## config.mk

```make
export PLATFORM = sky130hd
export DESIGN_NAME = cex_top
export DESIGN_NICKNAME = d
export VERILOG_FILES = /design/src/pkg/cex_pkg.sv /design/src/pkg/cex_dp_if.sv /design/src/verilog/cex_top.sv /design/src/verilog/cex_file.sv /design/src/verilog/cex_stack.sv
export VERILOG_INCLUDE_DIRS = /design/src /design/src/pkg
export SDC_FILE = /design/constraint.sdc
export NUM_CORES = 2
export LEC_CHECK = 0
export BUFFER_PORTS_ARGS = -buffer_cell sky130_fd_sc_hd__buf_2
export CAP_MARGIN = 25
export CORE_MARGIN = 4
export CORE_UTILIZATION = 45
export CTS_BUF_LIST = sky130_fd_sc_hd__clkbuf_8
export CTS_CLUSTER_SIZE = 20
export DETAILED_ROUTE_END_ITERATION = 6
export PLACE_DENSITY_LB_ADDON = 0.12
export SYNTH_ARGS = -nofsm -noshare
export SYNTH_HDL_FRONTEND = slang
export SYNTH_SLANG_ARGS = --single-unit
export TNS_END_PERCENT = 100
```

## constraint.sdc

```tcl
create_clock -name pclk -period 12.5 [get_ports pclk]
set_clock_uncertainty 0.1 [all_clocks]
set_input_delay 0.625 -clock pclk [delete_from_list [all_inputs] [get_ports pclk]]
set_output_delay 0.625 -clock pclk [all_outputs]
set_load 0.01 [all_outputs]
```

## src/pkg/cex_defs.svh

```systemverilog
// Register offsets, field positions, reset values and counts for the execute block
`ifndef CEX_DEFS_SVH
`define CEX_DEFS_SVH
// Register byte offsets
`define CEX_OFS_INSTR 8'h00
`define CEX_OFS_WREG 8'h04
`define CEX_OFS_STATUS 8'h08
`define CEX_OFS_PC 8'h0c
`define CEX_OFS_FDATA 8'h10
`define CEX_OFS_FADDR 8'h14
`define CEX_OFS_WDOG 8'h18
`define CEX_OFS_PUSH 8'h1c
// Instruction word fields
`define CEX_OP_LSB 0
`define CEX_DEST_BIT 4
`define CEX_FADR_LSB 8
`define CEX_LIT_LSB 16
// Status bit positions
`define CEX_ST_C 0
`define CEX_ST_DIGC 1
`define CEX_ST_Z 2
`define CEX_ST_PDN 3
`define CEX_ST_TON 4
`define CEX_ST_SLEEP 5
`define CEX_ST_BUSY 6
// Reset values and counts
`define CEX_W_RST 8'h00
`define CEX_PC_RST 13'h0000
`define CEX_WDOG_CLR 8'h00
`define CEX_PRESC_CLR 8'h00
`define CEX_FILE_DEPTH 128
`define CEX_STACK_DEPTH 8
`endif

```

## src/pkg/cex_pkg.sv

```systemverilog
// Types shared by the execute block modules
package cex_pkg;
    // Instruction selector written into the instruction register
    typedef enum logic [3:0] {
        OP_NOP = 4'h0,
        OP_SLEEP = 4'h1,
        OP_RETURN = 4'h2,
        OP_SUBLIT = 4'h3,
        OP_SUBFILE = 4'h4,
        OP_ROTR = 4'h5,
        OP_SWAP = 4'h6,
        OP_XORFILE = 4'h7,
        OP_XORLIT = 4'h8
    } cex_op_t;
    // Sequencer states, Gray along run, return, sleep
    typedef enum logic [1:0] {
        ST_RUN = 2'h0,
        ST_RET2 = 2'h1,
        ST_SLEEP = 2'h3
    } cex_state_t;
endpackage

```

## src/pkg/cex_dp_if.sv

```systemverilog
// Datapath carrier between core, file register store and stack
`timescale 1ns/1ps
interface cex_dp_if;
    logic [6:0] f_addr; // File address
    logic [7:0] f_wdata; // File write data
    logic f_we; // File write strobe
    logic [7:0] f_rdata; // File read data
    logic push; // Stack push strobe
    logic pop; // Stack pop strobe
    logic [12:0] push_data; // Value pushed
    logic [12:0] stack_top_entry; // Current top of stack
    modport core (output f_addr, f_wdata, f_we, push, pop, push_data,
                  input f_rdata, stack_top_entry);
    modport file (input f_addr, f_wdata, f_we, output f_rdata);
    modport stack (input push, pop, push_data, output stack_top_entry);
endinterface

```

## src/verilog/cex_top.sv

```systemverilog
// Execute block for a subset of the 8-bit core instructions, APB reachable
// Functional notes
// RULE_01: Power-down zeroes watchdog counter and prescaler.
// RULE_02: Power-down clears powerdown flag, sets timeout flag.
// RULE_03: Power-down enters sleep, execution halts until wake.
// RULE_04: Literal minus W into W, updates arithmetic flags.
// RULE_05: Return pops stack into PC, no flags.
// RULE_06: Return takes two instruction cycles.
// RULE_07: Destination bit selects W or file register.
// RULE_08: Rotate right through carry, only carry changes.
// RULE_09: File minus W to destination, updates arithmetic flags.
// RULE_10: Nibble swap to destination, no flags.
// RULE_11: W xor file to destination, zero only.
// RULE_12: W xor literal into W, zero only.
// RULE_13: Carry means no borrow; digit carry likewise; zero.
`timescale 1ns/1ps
`include "cex_defs.svh"
module cex_top (
    // Clock and reset
    input wire logic pclk,
    input wire logic presetn,
    // APB slave
    input wire logic psel,
    input wire logic penable,
    input wire logic pwrite,
    input wire logic [7:0] paddr,
    input wire logic [31:0] pwdata,
    output logic [31:0] prdata,
    output logic pready,
    output logic pslverr,
    // Power state
    input wire logic wake_event,
    output logic sleep_active
);
    ////////////////////////////////////////////////////////////////////////
    cex_dp_if dp (); // Datapath carrier

    cex_file u_file (
        .pclk (pclk),
        .dp (dp.file)
    );

    cex_stack u_stack (
        .pclk (pclk),
        .presetn (presetn),
        .dp (dp.stack)
    );

    ////////////////////////////////////////////////////////////////////////
    cex_pkg::cex_state_t state_ff, nxt_state; // Sequencer
    logic [7:0] w_ff, nxt_w; // Working register
    logic c_ff, nxt_c; // Carry
    logic digit_carry_flag_ff, nxt_digit_carry_flag; // Nibble carry
    logic z_ff, nxt_z; // Zero
    logic powerdown_status_flag_ff, nxt_powerdown_status_flag; // Active low
    logic timeout_status_flag_ff, nxt_timeout_status_flag; // Active low
    logic [12:0] pc_ff, nxt_pc; // Program counter
    logic [12:0] ret_pc_ff, nxt_ret_pc; // Popped return address
    logic [6:0] faddr_ff, nxt_faddr; // Software file pointer
    logic [7:0] presc_ff, nxt_presc; // Watchdog prescaler
    logic [7:0] watchdog_counter_ff, nxt_watchdog_counter; // Watchdog count
    logic [31:0] prdata_ff, nxt_prdata; // Read data
    logic pslverr_ff, nxt_pslverr; // Error answer

    // Bus decode
    logic setup, wr_acc, exec, mapped;
    cex_pkg::cex_op_t op; // Decoded selector
    logic dest; // Destination bit
    logic [7:0] lit; // Literal operand
    logic [7:0] fv; // File operand
    logic [8:0] diff; // Subtraction with carry out
    logic [4:0] ndiff; // Low nibble subtraction
    logic [7:0] res; // Result for destination
    logic [7:0] status; // Status view

    assign setup = psel && !penable;
    assign wr_acc = psel && penable && pwrite;
    assign exec = wr_acc && paddr == `CEX_OFS_INSTR && state_ff == cex_pkg::ST_RUN;
    assign op = cex_pkg::cex_op_t'(pwdata[`CEX_OP_LSB +: 4]);
    assign dest = pwdata[`CEX_DEST_BIT];
    assign lit = pwdata[`CEX_LIT_LSB +: 8];
    assign fv = dp.f_rdata;
    assign status = {1'b0, state_ff == cex_pkg::ST_RET2, state_ff == cex_pkg::ST_SLEEP,
                     timeout_status_flag_ff, powerdown_status_flag_ff, z_ff,
                     digit_carry_flag_ff, c_ff};
    assign mapped = paddr[7:5] == 3'h0 && paddr[1:0] == 2'h0;

    ////////////////////////////////////////////////////////////////////////
    // Operand path: two's complement via inverted W plus one
    always_comb
    begin
        diff = 9'h000;
        ndiff = 5'h00;
        if (op == cex_pkg::OP_SUBLIT)
        begin
            diff = {1'b0, lit} + {1'b0, ~w_ff} + 9'h001; // see RULE_04
            ndiff = {1'b0, lit[3:0]} + {1'b0, ~w_ff[3:0]} + 5'h01; // see RULE_13
        end
        else
        begin
            diff = {1'b0, fv} + {1'b0, ~w_ff} + 9'h001; // see RULE_09
            ndiff = {1'b0, fv[3:0]} + {1'b0, ~w_ff[3:0]} + 5'h01; // see RULE_13
        end
    end

    // File and stack port drive
    always_comb
    begin
        res = fv;
        case (op)
            cex_pkg::OP_SUBFILE: res = diff[7:0];
            cex_pkg::OP_ROTR: res = {c_ff, fv[7:1]}; // see RULE_08
            cex_pkg::OP_SWAP: res = {fv[3:0], fv[7:4]}; // see RULE_10
            cex_pkg::OP_XORFILE: res = w_ff ^ fv; // see RULE_11
            default: res = fv;
        endcase
        dp.f_addr = faddr_ff;
        dp.f_wdata = pwdata[7:0];
        dp.f_we = wr_acc && paddr == `CEX_OFS_FDATA;
        if (exec)
        begin
            dp.f_addr = pwdata[`CEX_FADR_LSB +: 7];
            dp.f_wdata = res;
            // Destination 1 writes back to the file
            dp.f_we = dest && (op == cex_pkg::OP_SUBFILE || op == cex_pkg::OP_ROTR ||
                      op == cex_pkg::OP_SWAP || op == cex_pkg::OP_XORFILE); // see RULE_07
        end
        dp.push = wr_acc && paddr == `CEX_OFS_PUSH;
        dp.push_data = pwdata[12:0];
        dp.pop = exec && op == cex_pkg::OP_RETURN; // see RULE_05
    end

    ////////////////////////////////////////////////////////////////////////
    // Core state next values
    always_comb
    begin
        nxt_state = state_ff;
        nxt_w = w_ff;
        nxt_c = c_ff;
        nxt_digit_carry_flag = digit_carry_flag_ff;
        nxt_z = z_ff;
        nxt_powerdown_status_flag = powerdown_status_flag_ff;
        nxt_timeout_status_flag = timeout_status_flag_ff;
        nxt_pc = pc_ff;
        nxt_ret_pc = ret_pc_ff;
        nxt_faddr = faddr_ff;
        nxt_presc = presc_ff + 8'h01;
        nxt_watchdog_counter = watchdog_counter_ff;
        if (presc_ff == 8'hff)
        begin
            nxt_watchdog_counter = watchdog_counter_ff + 8'h01;
        end
        // Software register writes
        if (wr_acc)
        begin
            case (paddr)
                `CEX_OFS_WREG: nxt_w = pwdata[7:0];
                `CEX_OFS_PC: nxt_pc = pwdata[12:0];
                `CEX_OFS_FADDR: nxt_faddr = pwdata[6:0];
                `CEX_OFS_STATUS:
                begin
                    nxt_c = pwdata[`CEX_ST_C];
                    nxt_digit_carry_flag = pwdata[`CEX_ST_DIGC];
                    nxt_z = pwdata[`CEX_ST_Z];
                end
                default: nxt_w = w_ff;
            endcase
        end
        // Sequencer
        case (state_ff)
            cex_pkg::ST_RUN:
            begin
                if (exec)
                begin
                    nxt_pc = pc_ff + 13'h0001;
                    case (op)
                        cex_pkg::OP_SLEEP:
                        begin
                            nxt_watchdog_counter = `CEX_WDOG_CLR; // see RULE_01
                            nxt_presc = `CEX_PRESC_CLR; // see RULE_01
                            nxt_powerdown_status_flag = 1'b0; // see RULE_02
                            nxt_timeout_status_flag = 1'b1; // see RULE_02
                            nxt_state = cex_pkg::ST_SLEEP; // see RULE_03
                        end
                        cex_pkg::OP_RETURN:
                        begin
                            nxt_ret_pc = dp.stack_top_entry; // see RULE_05
                            nxt_pc = pc_ff;
                            nxt_state = cex_pkg::ST_RET2; // see RULE_06
                        end
                        cex_pkg::OP_SUBLIT, cex_pkg::OP_SUBFILE:
                        begin
                            if (op == cex_pkg::OP_SUBLIT || !dest)
                            begin
                                nxt_w = diff[7:0]; // see RULE_07
                            end
                            nxt_c = diff[8]; // see RULE_13
                            nxt_digit_carry_flag = ndiff[4]; // see RULE_13
                            nxt_z = diff[7:0] == 8'h00; // see RULE_13
                        end
                        cex_pkg::OP_ROTR, cex_pkg::OP_SWAP, cex_pkg::OP_XORFILE:
                        begin
                            if (!dest)
                            begin
                                nxt_w = res; // see RULE_07
                            end
                            if (op == cex_pkg::OP_ROTR)
                            begin
                                nxt_c = fv[0]; // see RULE_08
                            end
                            if (op == cex_pkg::OP_XORFILE)
                            begin
                                nxt_z = res == 8'h00; // see RULE_11
                            end
                        end
                        cex_pkg::OP_XORLIT:
                        begin
                            nxt_w = w_ff ^ lit; // see RULE_12
                            nxt_z = (w_ff ^ lit) == 8'h00; // see RULE_12
                        end
                        default: nxt_state = cex_pkg::ST_RUN;
                    endcase
                end
            end
            cex_pkg::ST_RET2:
            begin
                nxt_pc = ret_pc_ff; // see RULE_05
                nxt_state = cex_pkg::ST_RUN; // see RULE_06
            end
            cex_pkg::ST_SLEEP:
            begin
                // Stays halted until a wake event
                if (wake_event)
                begin
                    nxt_state = cex_pkg::ST_RUN; // see RULE_03
                end
            end
            default: nxt_state = cex_pkg::ST_RUN;
        endcase
    end

    // Core state registers
    always_ff @(posedge pclk or negedge presetn)
    begin
        if (!presetn)
        begin
            state_ff <= cex_pkg::ST_RUN;
            w_ff <= `CEX_W_RST;
            c_ff <= 1'b0;
            digit_carry_flag_ff <= 1'b0;
            z_ff <= 1'b0;
            powerdown_status_flag_ff <= 1'b1;
            timeout_status_flag_ff <= 1'b1;
            pc_ff <= `CEX_PC_RST;
            ret_pc_ff <= `CEX_PC_RST;
            faddr_ff <= 7'h00;
            presc_ff <= `CEX_PRESC_CLR;
            watchdog_counter_ff <= `CEX_WDOG_CLR;
        end
        else
        begin
            state_ff <= nxt_state;
            w_ff <= nxt_w;
            c_ff <= nxt_c;
            digit_carry_flag_ff <= nxt_digit_carry_flag;
            z_ff <= nxt_z;
            powerdown_status_flag_ff <= nxt_powerdown_status_flag;
            timeout_status_flag_ff <= nxt_timeout_status_flag;
            pc_ff <= nxt_pc;
            ret_pc_ff <= nxt_ret_pc;
            faddr_ff <= nxt_faddr;
            presc_ff <= nxt_presc;
            watchdog_counter_ff <= nxt_watchdog_counter;
        end
    end

    ////////////////////////////////////////////////////////////////////////
    // Read data captured in the setup cycle
    always_comb
    begin
        nxt_prdata = prdata_ff;
        nxt_pslverr = pslverr_ff;
        if (setup)
        begin
            nxt_pslverr = !mapped;
            case (paddr)
                `CEX_OFS_WREG: nxt_prdata = {24'h000000, w_ff};
                `CEX_OFS_STATUS: nxt_prdata = {24'h000000, status};
                `CEX_OFS_PC: nxt_prdata = {19'h00000, pc_ff};
                `CEX_OFS_FDATA: nxt_prdata = {24'h000000, fv};
                `CEX_OFS_FADDR: nxt_prdata = {25'h0000000, faddr_ff};
                `CEX_OFS_WDOG: nxt_prdata = {16'h0000, watchdog_counter_ff, presc_ff};
                default: nxt_prdata = 32'h00000000;
            endcase
        end
    end

    // Bus answer registers
    always_ff @(posedge pclk or negedge presetn)
    begin
        if (!presetn)
        begin
            prdata_ff <= 32'h00000000;
            pslverr_ff <= 1'b0;
        end
        else
        begin
            prdata_ff <= nxt_prdata;
            pslverr_ff <= nxt_pslverr;
        end
    end

    assign prdata = prdata_ff;
    assign pready = 1'b1; // No wait states
    assign pslverr = pslverr_ff && psel && penable;
    assign sleep_active = state_ff == cex_pkg::ST_SLEEP; // Oscillator gate
endmodule // cex_top

```

## src/verilog/cex_file.sv

```systemverilog
// File register store, 128 bytes, one write and one read port
`timescale 1ns/1ps
`include "cex_defs.svh"
module cex_file (
    // Clock
    input wire logic pclk,
    // Datapath
    cex_dp_if.file dp
);
    logic [7:0] mem [`CEX_FILE_DEPTH]; // Storage, no reset by design

    // Write at the clock edge
    always_ff @(posedge pclk)
    begin
        if (dp.f_we)
        begin
            mem[dp.f_addr] <= dp.f_wdata;
        end
    end

    // Asynchronous read so execution sees the operand in its cycle
    assign dp.f_rdata = mem[dp.f_addr];
endmodule // cex_file

```

## src/verilog/cex_stack.sv

```systemverilog
// Eight entry circular return stack
`timescale 1ns/1ps
`include "cex_defs.svh"
module cex_stack (
    // Clock and reset
    input wire logic pclk,
    input wire logic presetn,
    // Datapath
    cex_dp_if.stack dp
);
    logic [2:0] ptr_ff; // Next free slot
    logic [2:0] nxt_ptr;
    logic [12:0] ent_ff [`CEX_STACK_DEPTH]; // Entries

    // Pointer next value, push has priority
    always_comb
    begin
        nxt_ptr = ptr_ff;
        if (dp.push)
        begin
            nxt_ptr = ptr_ff + 3'h1;
        end
        else if (dp.pop)
        begin
            nxt_ptr = ptr_ff - 3'h1;
        end
    end

    // Pointer register
    always_ff @(posedge pclk or negedge presetn)
    begin
        if (!presetn)
        begin
            ptr_ff <= 3'h0;
        end
        else
        begin
            ptr_ff <= nxt_ptr;
        end
    end

    // One register per entry, loaded on push into the free slot
    for (genvar i = 0; i < `CEX_STACK_DEPTH; i++)
    begin : g_ent
        always_ff @(posedge pclk or negedge presetn)
        begin
            if (!presetn)
            begin
                ent_ff[i] <= 13'h0000;
            end
            else if (dp.push && ptr_ff == 3'(i))
            begin
                ent_ff[i] <= dp.push_data;
            end
        end
    end

    // Top is the slot below the pointer
    assign dp.stack_top_entry = ent_ff[ptr_ff - 3'h1];
endmodule // cex_stack

```

# == Word level (Yosys, flattened, before mapping) ==
# Memories as Yosys holds them, arrays and structs flattened.
# Index checks and enable logic that the tools add are counted.
# classes
n_reduce_logical,43
eq_ne,29
n_addsub,13
magnitude_cmp,1
bitwise,5
muxes,54
# op_table
op,n
8-bit two-way mux,14
16-bit case mux with 6 select lines,1
13-bit two-way mux,6
13-bit binary-select mux with 3-bit select,1
"8-bit by 5-bit == test with 1-bit output, second input constant",4
8-bit logical NOT,4
8-bit case mux with 4 select lines,1
13-bit case mux with 2 select lines,1
8-bit case mux with 3 select lines,1
1-bit logical AND,20
8-bit by 8-bit adder with 9-bit output,2
"9-bit by 1-bit adder with 9-bit output, second input constant",2
1-bit two-way mux,18
"8-bit by 1-bit adder with 8-bit output, second input constant",2
"4-bit by 3-bit == test with 1-bit output, second input constant",4
"8-bit by 4-bit == test with 1-bit output, second input constant",2
8-bit bitwise XOR,2
"13-bit by 1-bit adder with 13-bit output, second input constant",1
"3-bit == test, second input constant",4
4-bit by 4-bit adder with 5-bit output,2
"5-bit by 1-bit adder with 5-bit output, second input constant",2
9-bit two-way mux,1
3-bit AND reduction,3
"4-bit by 2-bit == test with 1-bit output, second input constant",2
33 further kinds,45
# totals
in_bits,46
out_inout_bits,35
elab_cells,168
ramBits,1024
mem_count,1
regBits,203
# mem_list
memory,depth,word_bits,rd,rd_ports_with_merged_regs,wr,line_no,source
u_file.mem,128,8,1,0,1,cex_file.sv:10,logic [7:0] mem [`CEX_FILE_DEPTH];

# == Logic depth before layout (Yosys ltp) ==
# An unclocked memory read counts as a cell.
# depth
word_depth,15
mapped_depth,28

# == By module ==
# From an unflattened synthesis, not the netlist that was laid out.
# hier_totals
hier_cells,3565
hier_area_um2,51410.6
# by_module_without_submodules
module,cells_each,area_each_um2,n_inst
cex_file,2467,40273.6,1
cex_top,715,5990.7,1
cex_stack,383,5146.2,1

# == Least setup slack after synthesis ==
# No wires, ideal clock.
# synth_path
path_kind,input-to-reg
start,in paddr[2]
end,mem u_file.mem[0][5] (data pin)
slack_ps,1150
t_arrival_ps,10053
cell_stages,25
path_buffers,5
cell_sequence,buf_6 or4_1 buf_2 nor4_4 buf_6 mux2i_1 clkbuf_1 clkbuf_1 o221ai_1 o2111ai_1 o221ai_1 nor4_1 nand4_1 inv_1 ha_1 nor2b_1 o21ai_0 a21boi_0 o21ai_0 nand2b_1 xor2_1 nor3_1 a21oi_1 o221ai_1 o21ai_0
# synth_via
elab_chain_len,10
# synth_lines
element,line_no,source
"start, declared",cex_top.sv:26,"input wire logic [7:0] paddr,"
8-bit logical NOT (no source line) (*),--,
1-bit logical AND (no source line) (*),--,
1-bit logical AND (*),cex_top.sv:78,assign exec = wr_acc && paddr == `CEX_OFS_INSTR && state_ff == cex_pkg::ST_RUN;
7-bit two-way mux,cex_top.sv:120,if (exec)
memory read 128 x 8 bit,--,
8-bit by 8-bit adder with 9-bit output,cex_top.sv:101,"diff = {1'b0, fv} + {1'b0, ~w_ff} + 9'h001;"
9-bit by 1-bit adder with 9-bit output,cex_top.sv:101,
9-bit two-way mux,cex_top.sv:94,if (op == cex_pkg::OP_SUBLIT)
8-bit case mux with 4 select lines,cex_top.sv:110,case (op)
8-bit two-way mux (*),cex_top.sv:120,
net dp.f_wdata[5],cex_dp_if.sv:5,logic [7:0] f_wdata;
"end, declared",cex_file.sv:10,
# The timed path passes the listed nets; every way through them passes the cells marked *.

# == Worst setup path in the final report ==
# layout_path
start,reg state_ff[1]
end,mem u_file.mem[124][7] (data pin)
# layout_via
elab_chain_len,9
# layout_lines
element,line_no,source
"start, declared",cex_top.sv:50,"cex_pkg::cex_state_t state_ff, nxt_state;"
"start signal, assigned",cex_top.sv:247,state_ff <= cex_pkg::ST_RUN;
"start signal, assigned",cex_top.sv:262,state_ff <= nxt_state;
2-bit logical NOT (*),cex_top.sv:78,
1-bit logical AND (*),cex_top.sv:78,
7-bit two-way mux,cex_top.sv:120,
memory read 128 x 8 bit,--,
8-bit by 8-bit adder with 9-bit output,cex_top.sv:101,
9-bit by 1-bit adder with 9-bit output,cex_top.sv:101,
9-bit two-way mux,cex_top.sv:94,
8-bit case mux with 4 select lines,cex_top.sv:110,
8-bit two-way mux (*),cex_top.sv:120,
net dp.f_wdata[7],cex_dp_if.sv:5,
# Marks and branches as above.

==> flow_summary.json <==
{
  "synth.distinct_cells": 82,
  "cp-start-kind": "flop",
  "die_area_um2": 121000,
  "crit_required_ps": 12990,
  "overflow": 0,
  "critical_path.max_stage_delay_ps": 880,
  "drtPass1Iterations": 7,
  "cts_made_buffers": 198,
  "relSlewSlack_pct": 23.0,
  "clk_latency_ps": 900,
  "clock.fmax_mhz": 106,
  "die_h_um": 348,
  "ios": 81,
  "yosysSeqAreaShare_pct": 68.0,
  "violations": "DRC",
  "hpwl_mm": 119,
  "pre_cts_slack_ps": 2740,
  "hold_class": "input port to flop",
  "cts_root_buf": "clkbuf_8",
  "cts_tree": "built",
  "place_congestion": 0.962,
  "num-fill-cells": 9904,
  "path_common_cell": "o21ai_0",
  "grt_pass1_vias": 35600,
  "synthCells": 3840,
  "status": "complete, but fails checks",
  "route.detailed.drc": 1,
  "synth_top_area_share_pct": 59.0,
  "routed_wl_mm": 193,
  "final_cell_mix": "1024 x edfxtp_1, 394 x nand2_1, 272 x nor2_1",
  "ys_async_sr_fraction_pct": 15.4,
  "clk_path_buf_depth": 3,
  "crit_type": "flop to flop",
  "p_per_area_nw_per_um2": 139,
  "htree_levels": 4,
  "yosysWarnings": 0,
  "layout.cells.most_common": "edfxtp_1",
  "end_kind": "flop",
  "yosys-top-cells-area": "edfxtp_1 59%, dfrtp_1 8.9%, o221ai_1 3.0%, nand2_1 2.9%, mux2_2 2.7%",
  "path_clk_slew_ps": 60,
  "crit_fanout": 70,
  "antenna_left": 0,
  "cp_slowest_cell": "nor4_1",
  "clock-sinks": 1211,
  "fin_crit_ps": 9420,
  "hold_violations": 0,
  "core-area_um2": 115000,
  "initial_core_util_pct": 45.5,
  "p_leak_nw": 20.0,
  "fin_crit_sh_pct": 75.4,
  "synth_edf_count": 1024,
  "synthesis.area_um2": 52100,
  "setup_ws_ps": 3080,
  "avgSynthCellArea_um2": 13.6,
  "cap_violations": 0,
  "grt_max_degree": 129,
  "setup_viol": 0,
  "slew_violations": 0,
  "yosys.area.top_type": "edfxtp_1",
  "layout-drive-gt1-share_pct": 16.6,
  "post_cts_buffers": 0,
  "nets": 4053,
  "grt_usage_pct": 31.2,
  "worstMarginPinSlew_ps": 1140,
  "die_w_um": 348,
  "grt_pass1_wl_mm": 270,
  "vias": 37700,
  "synthFlopType": "edfxtp_1",
  "tns_ps": 0,
  "wl_per_cell_um": 34.1,
  "drtIter0Drc": 5992,
  "rsz0062_at_grt": "false",
  "antenna_found_initial": 7,
  "ir_worst_vdd_v": 0.000101,
  "arrival_ps": 9900,
  "area_delta_synth_final_pct": 12.5,
  "viasPerCell": 6.66,
  "num_rows": 124,
  "ys_ff_latch": 1211,
  "port_buffers": 54
}
-- critical path, delay by kind of cell, from the launching register on --
family	cells	cell delay, ps
adder cells (fa/ha/maj)	1	280
flip-flops	1	560
XOR/XNOR	1	180
AND/OR/NAND/NOR	6	2770
multiplexers	1	800
buffers and inverters	4	1760
AO/OA/AOI/OAI	12	2520
-- per-stage QoR --
| stage | instances | utilization, % | area, µm² | hold slack [ps] | power, mW |
|---|---|---|---|---|---|
| 2_1_floorplan | 3855 | - | 52200 | 229 | 4.70 |
| 3_3_place_gp | 5253 | 47.4 | 54400 | 359 | 4.86 |
| 3_5_place_dp | 5272 | 47.6 | 54600 | 365 | 4.86 |
| 4_1_cts | 5631 | 50.9 | 58400 | 20.4 | 8.19 |
| 5_1_grt | 5649 | 51.1 | 58600 | 54.3 | 8.41 |
| 6_report | 5656 | 51.1 | 58600 | 96.7 | 8.16 |
-- state kept, by name, indices dropped and copies added (netlist names) --
signal and flops:
powerdown_status_flag_ff 1, presc_ff 8, u_stack.ptr_ff 3, c_ff 1, pslverr_ff 1, state_ff 2
faddr_ff 7, u_file.mem 1024, ret_pc_ff 13, pc_ff 13, z_ff 1, watchdog_counter_ff 8
digit_carry_flag_ff 1, u_stack.ent_ff 104, prdata 16, w_ff 8
-- path summary, 6_finish.rpt --
kind                                  start                 end  slack, ps  depth (start not counted)
max in group asynchronous           presetn  u_stack.ent_ff[81]      10670                          6
worst min-delay path               paddr[6]          pslverr_ff        100                          4
min in group asynchronous           presetn             w_ff[5]        140                          2
worst max register to register  state_ff[1]  u_file.mem[124][7]       3080                         25
worst max-delay path            state_ff[1]  u_file.mem[124][7]       3080                         25
worst min register to register   prdata[13]          prdata[13]        370                          2
-- power by group --
part,switching (mW),internal [mW]
clock network,1.65,1.72
registers,0.0160,4.40
logic,0.284,0.0964
-- repair_timing --
| action | CTS | global route |
|---|---|---|
| gates resized for setup | 0 | 0 |
| hold endpoints to repair | 43 | 0 |
| hold buffers | 2 | 0 |
-- logic make-up (layout without fill, tap and decap cells) --
logic type	Yosys count	count (layout)	synth area share [%]
buf+inv	327	605	2.77
simple gates	996	996	8.52
compound gates	972	972	13.1
other cells	2	28	0.0144
xor+xnor	29	29	0.487
flops	1211	1211	68.0
mux	272	272	6.31
fa+ha+maj	31	31	0.773
-- cells in the mapped netlist (all sizes together), types with 6 or more instances --
| cell | n |
|---|---|
| mux2i | 115 |
| mux2 | 125 |
| buf | 105 |
| mux4 | 32 |
| a32oi | 34 |
| o21ai | 182 |
| o32ai | 10 |
| xnor2 | 15 |
| or2 | 14 |
| edfxtp | 1024 |
| o31ai | 11 |
| a32o | 7 |
| and3 | 15 |
| a41oi | 7 |
| nand4 | 15 |
| nand2b | 23 |
| a22oi | 55 |
| dfrtp | 186 |
| o221ai | 177 |
| xor2 | 14 |
| and2 | 7 |
| a22o | 21 |
| ha | 29 |
| a2111oi | 6 |
| nor2 | 273 |
| a222oi | 17 |
| nand3 | 118 |
| nor3b | 8 |
| nor2b | 23 |
| o21a | 6 |
| o22ai | 166 |
| inv | 31 |
| nor3 | 56 |
| a211oi | 15 |
| a221oi | 52 |
| nor4 | 31 |
| or3 | 6 |
| o211ai | 12 |
| nand2 | 396 |
| a31oi | 47 |
| clkbuf | 190 |
| a21oi | 106 |
-- final cells by class --
cell class              count  area, µm²  area share, %
flip-flops and latches   1211      35400           60.5
multi-input cells        2317      15600           26.6
clock buffers             208       2860           4.88
well taps                1512       1890           3.23
repair buffers            216       1750           2.99
clock inverters           149        926           1.58
inverters                  32        120          0.205
diodes                     11       27.5         0.0470
-- layer usage --
metal	GRT usage [%]	vias to the layer above	wire [µm]
li1	-	15500	-
met1	42.3	19100	75100
met2	46.9	2581	85100
met3	8.98	540	22800
met4	14.3	2	9950
met5	0	-	13
Note: power is estimated with default switching activity, not from simulation.
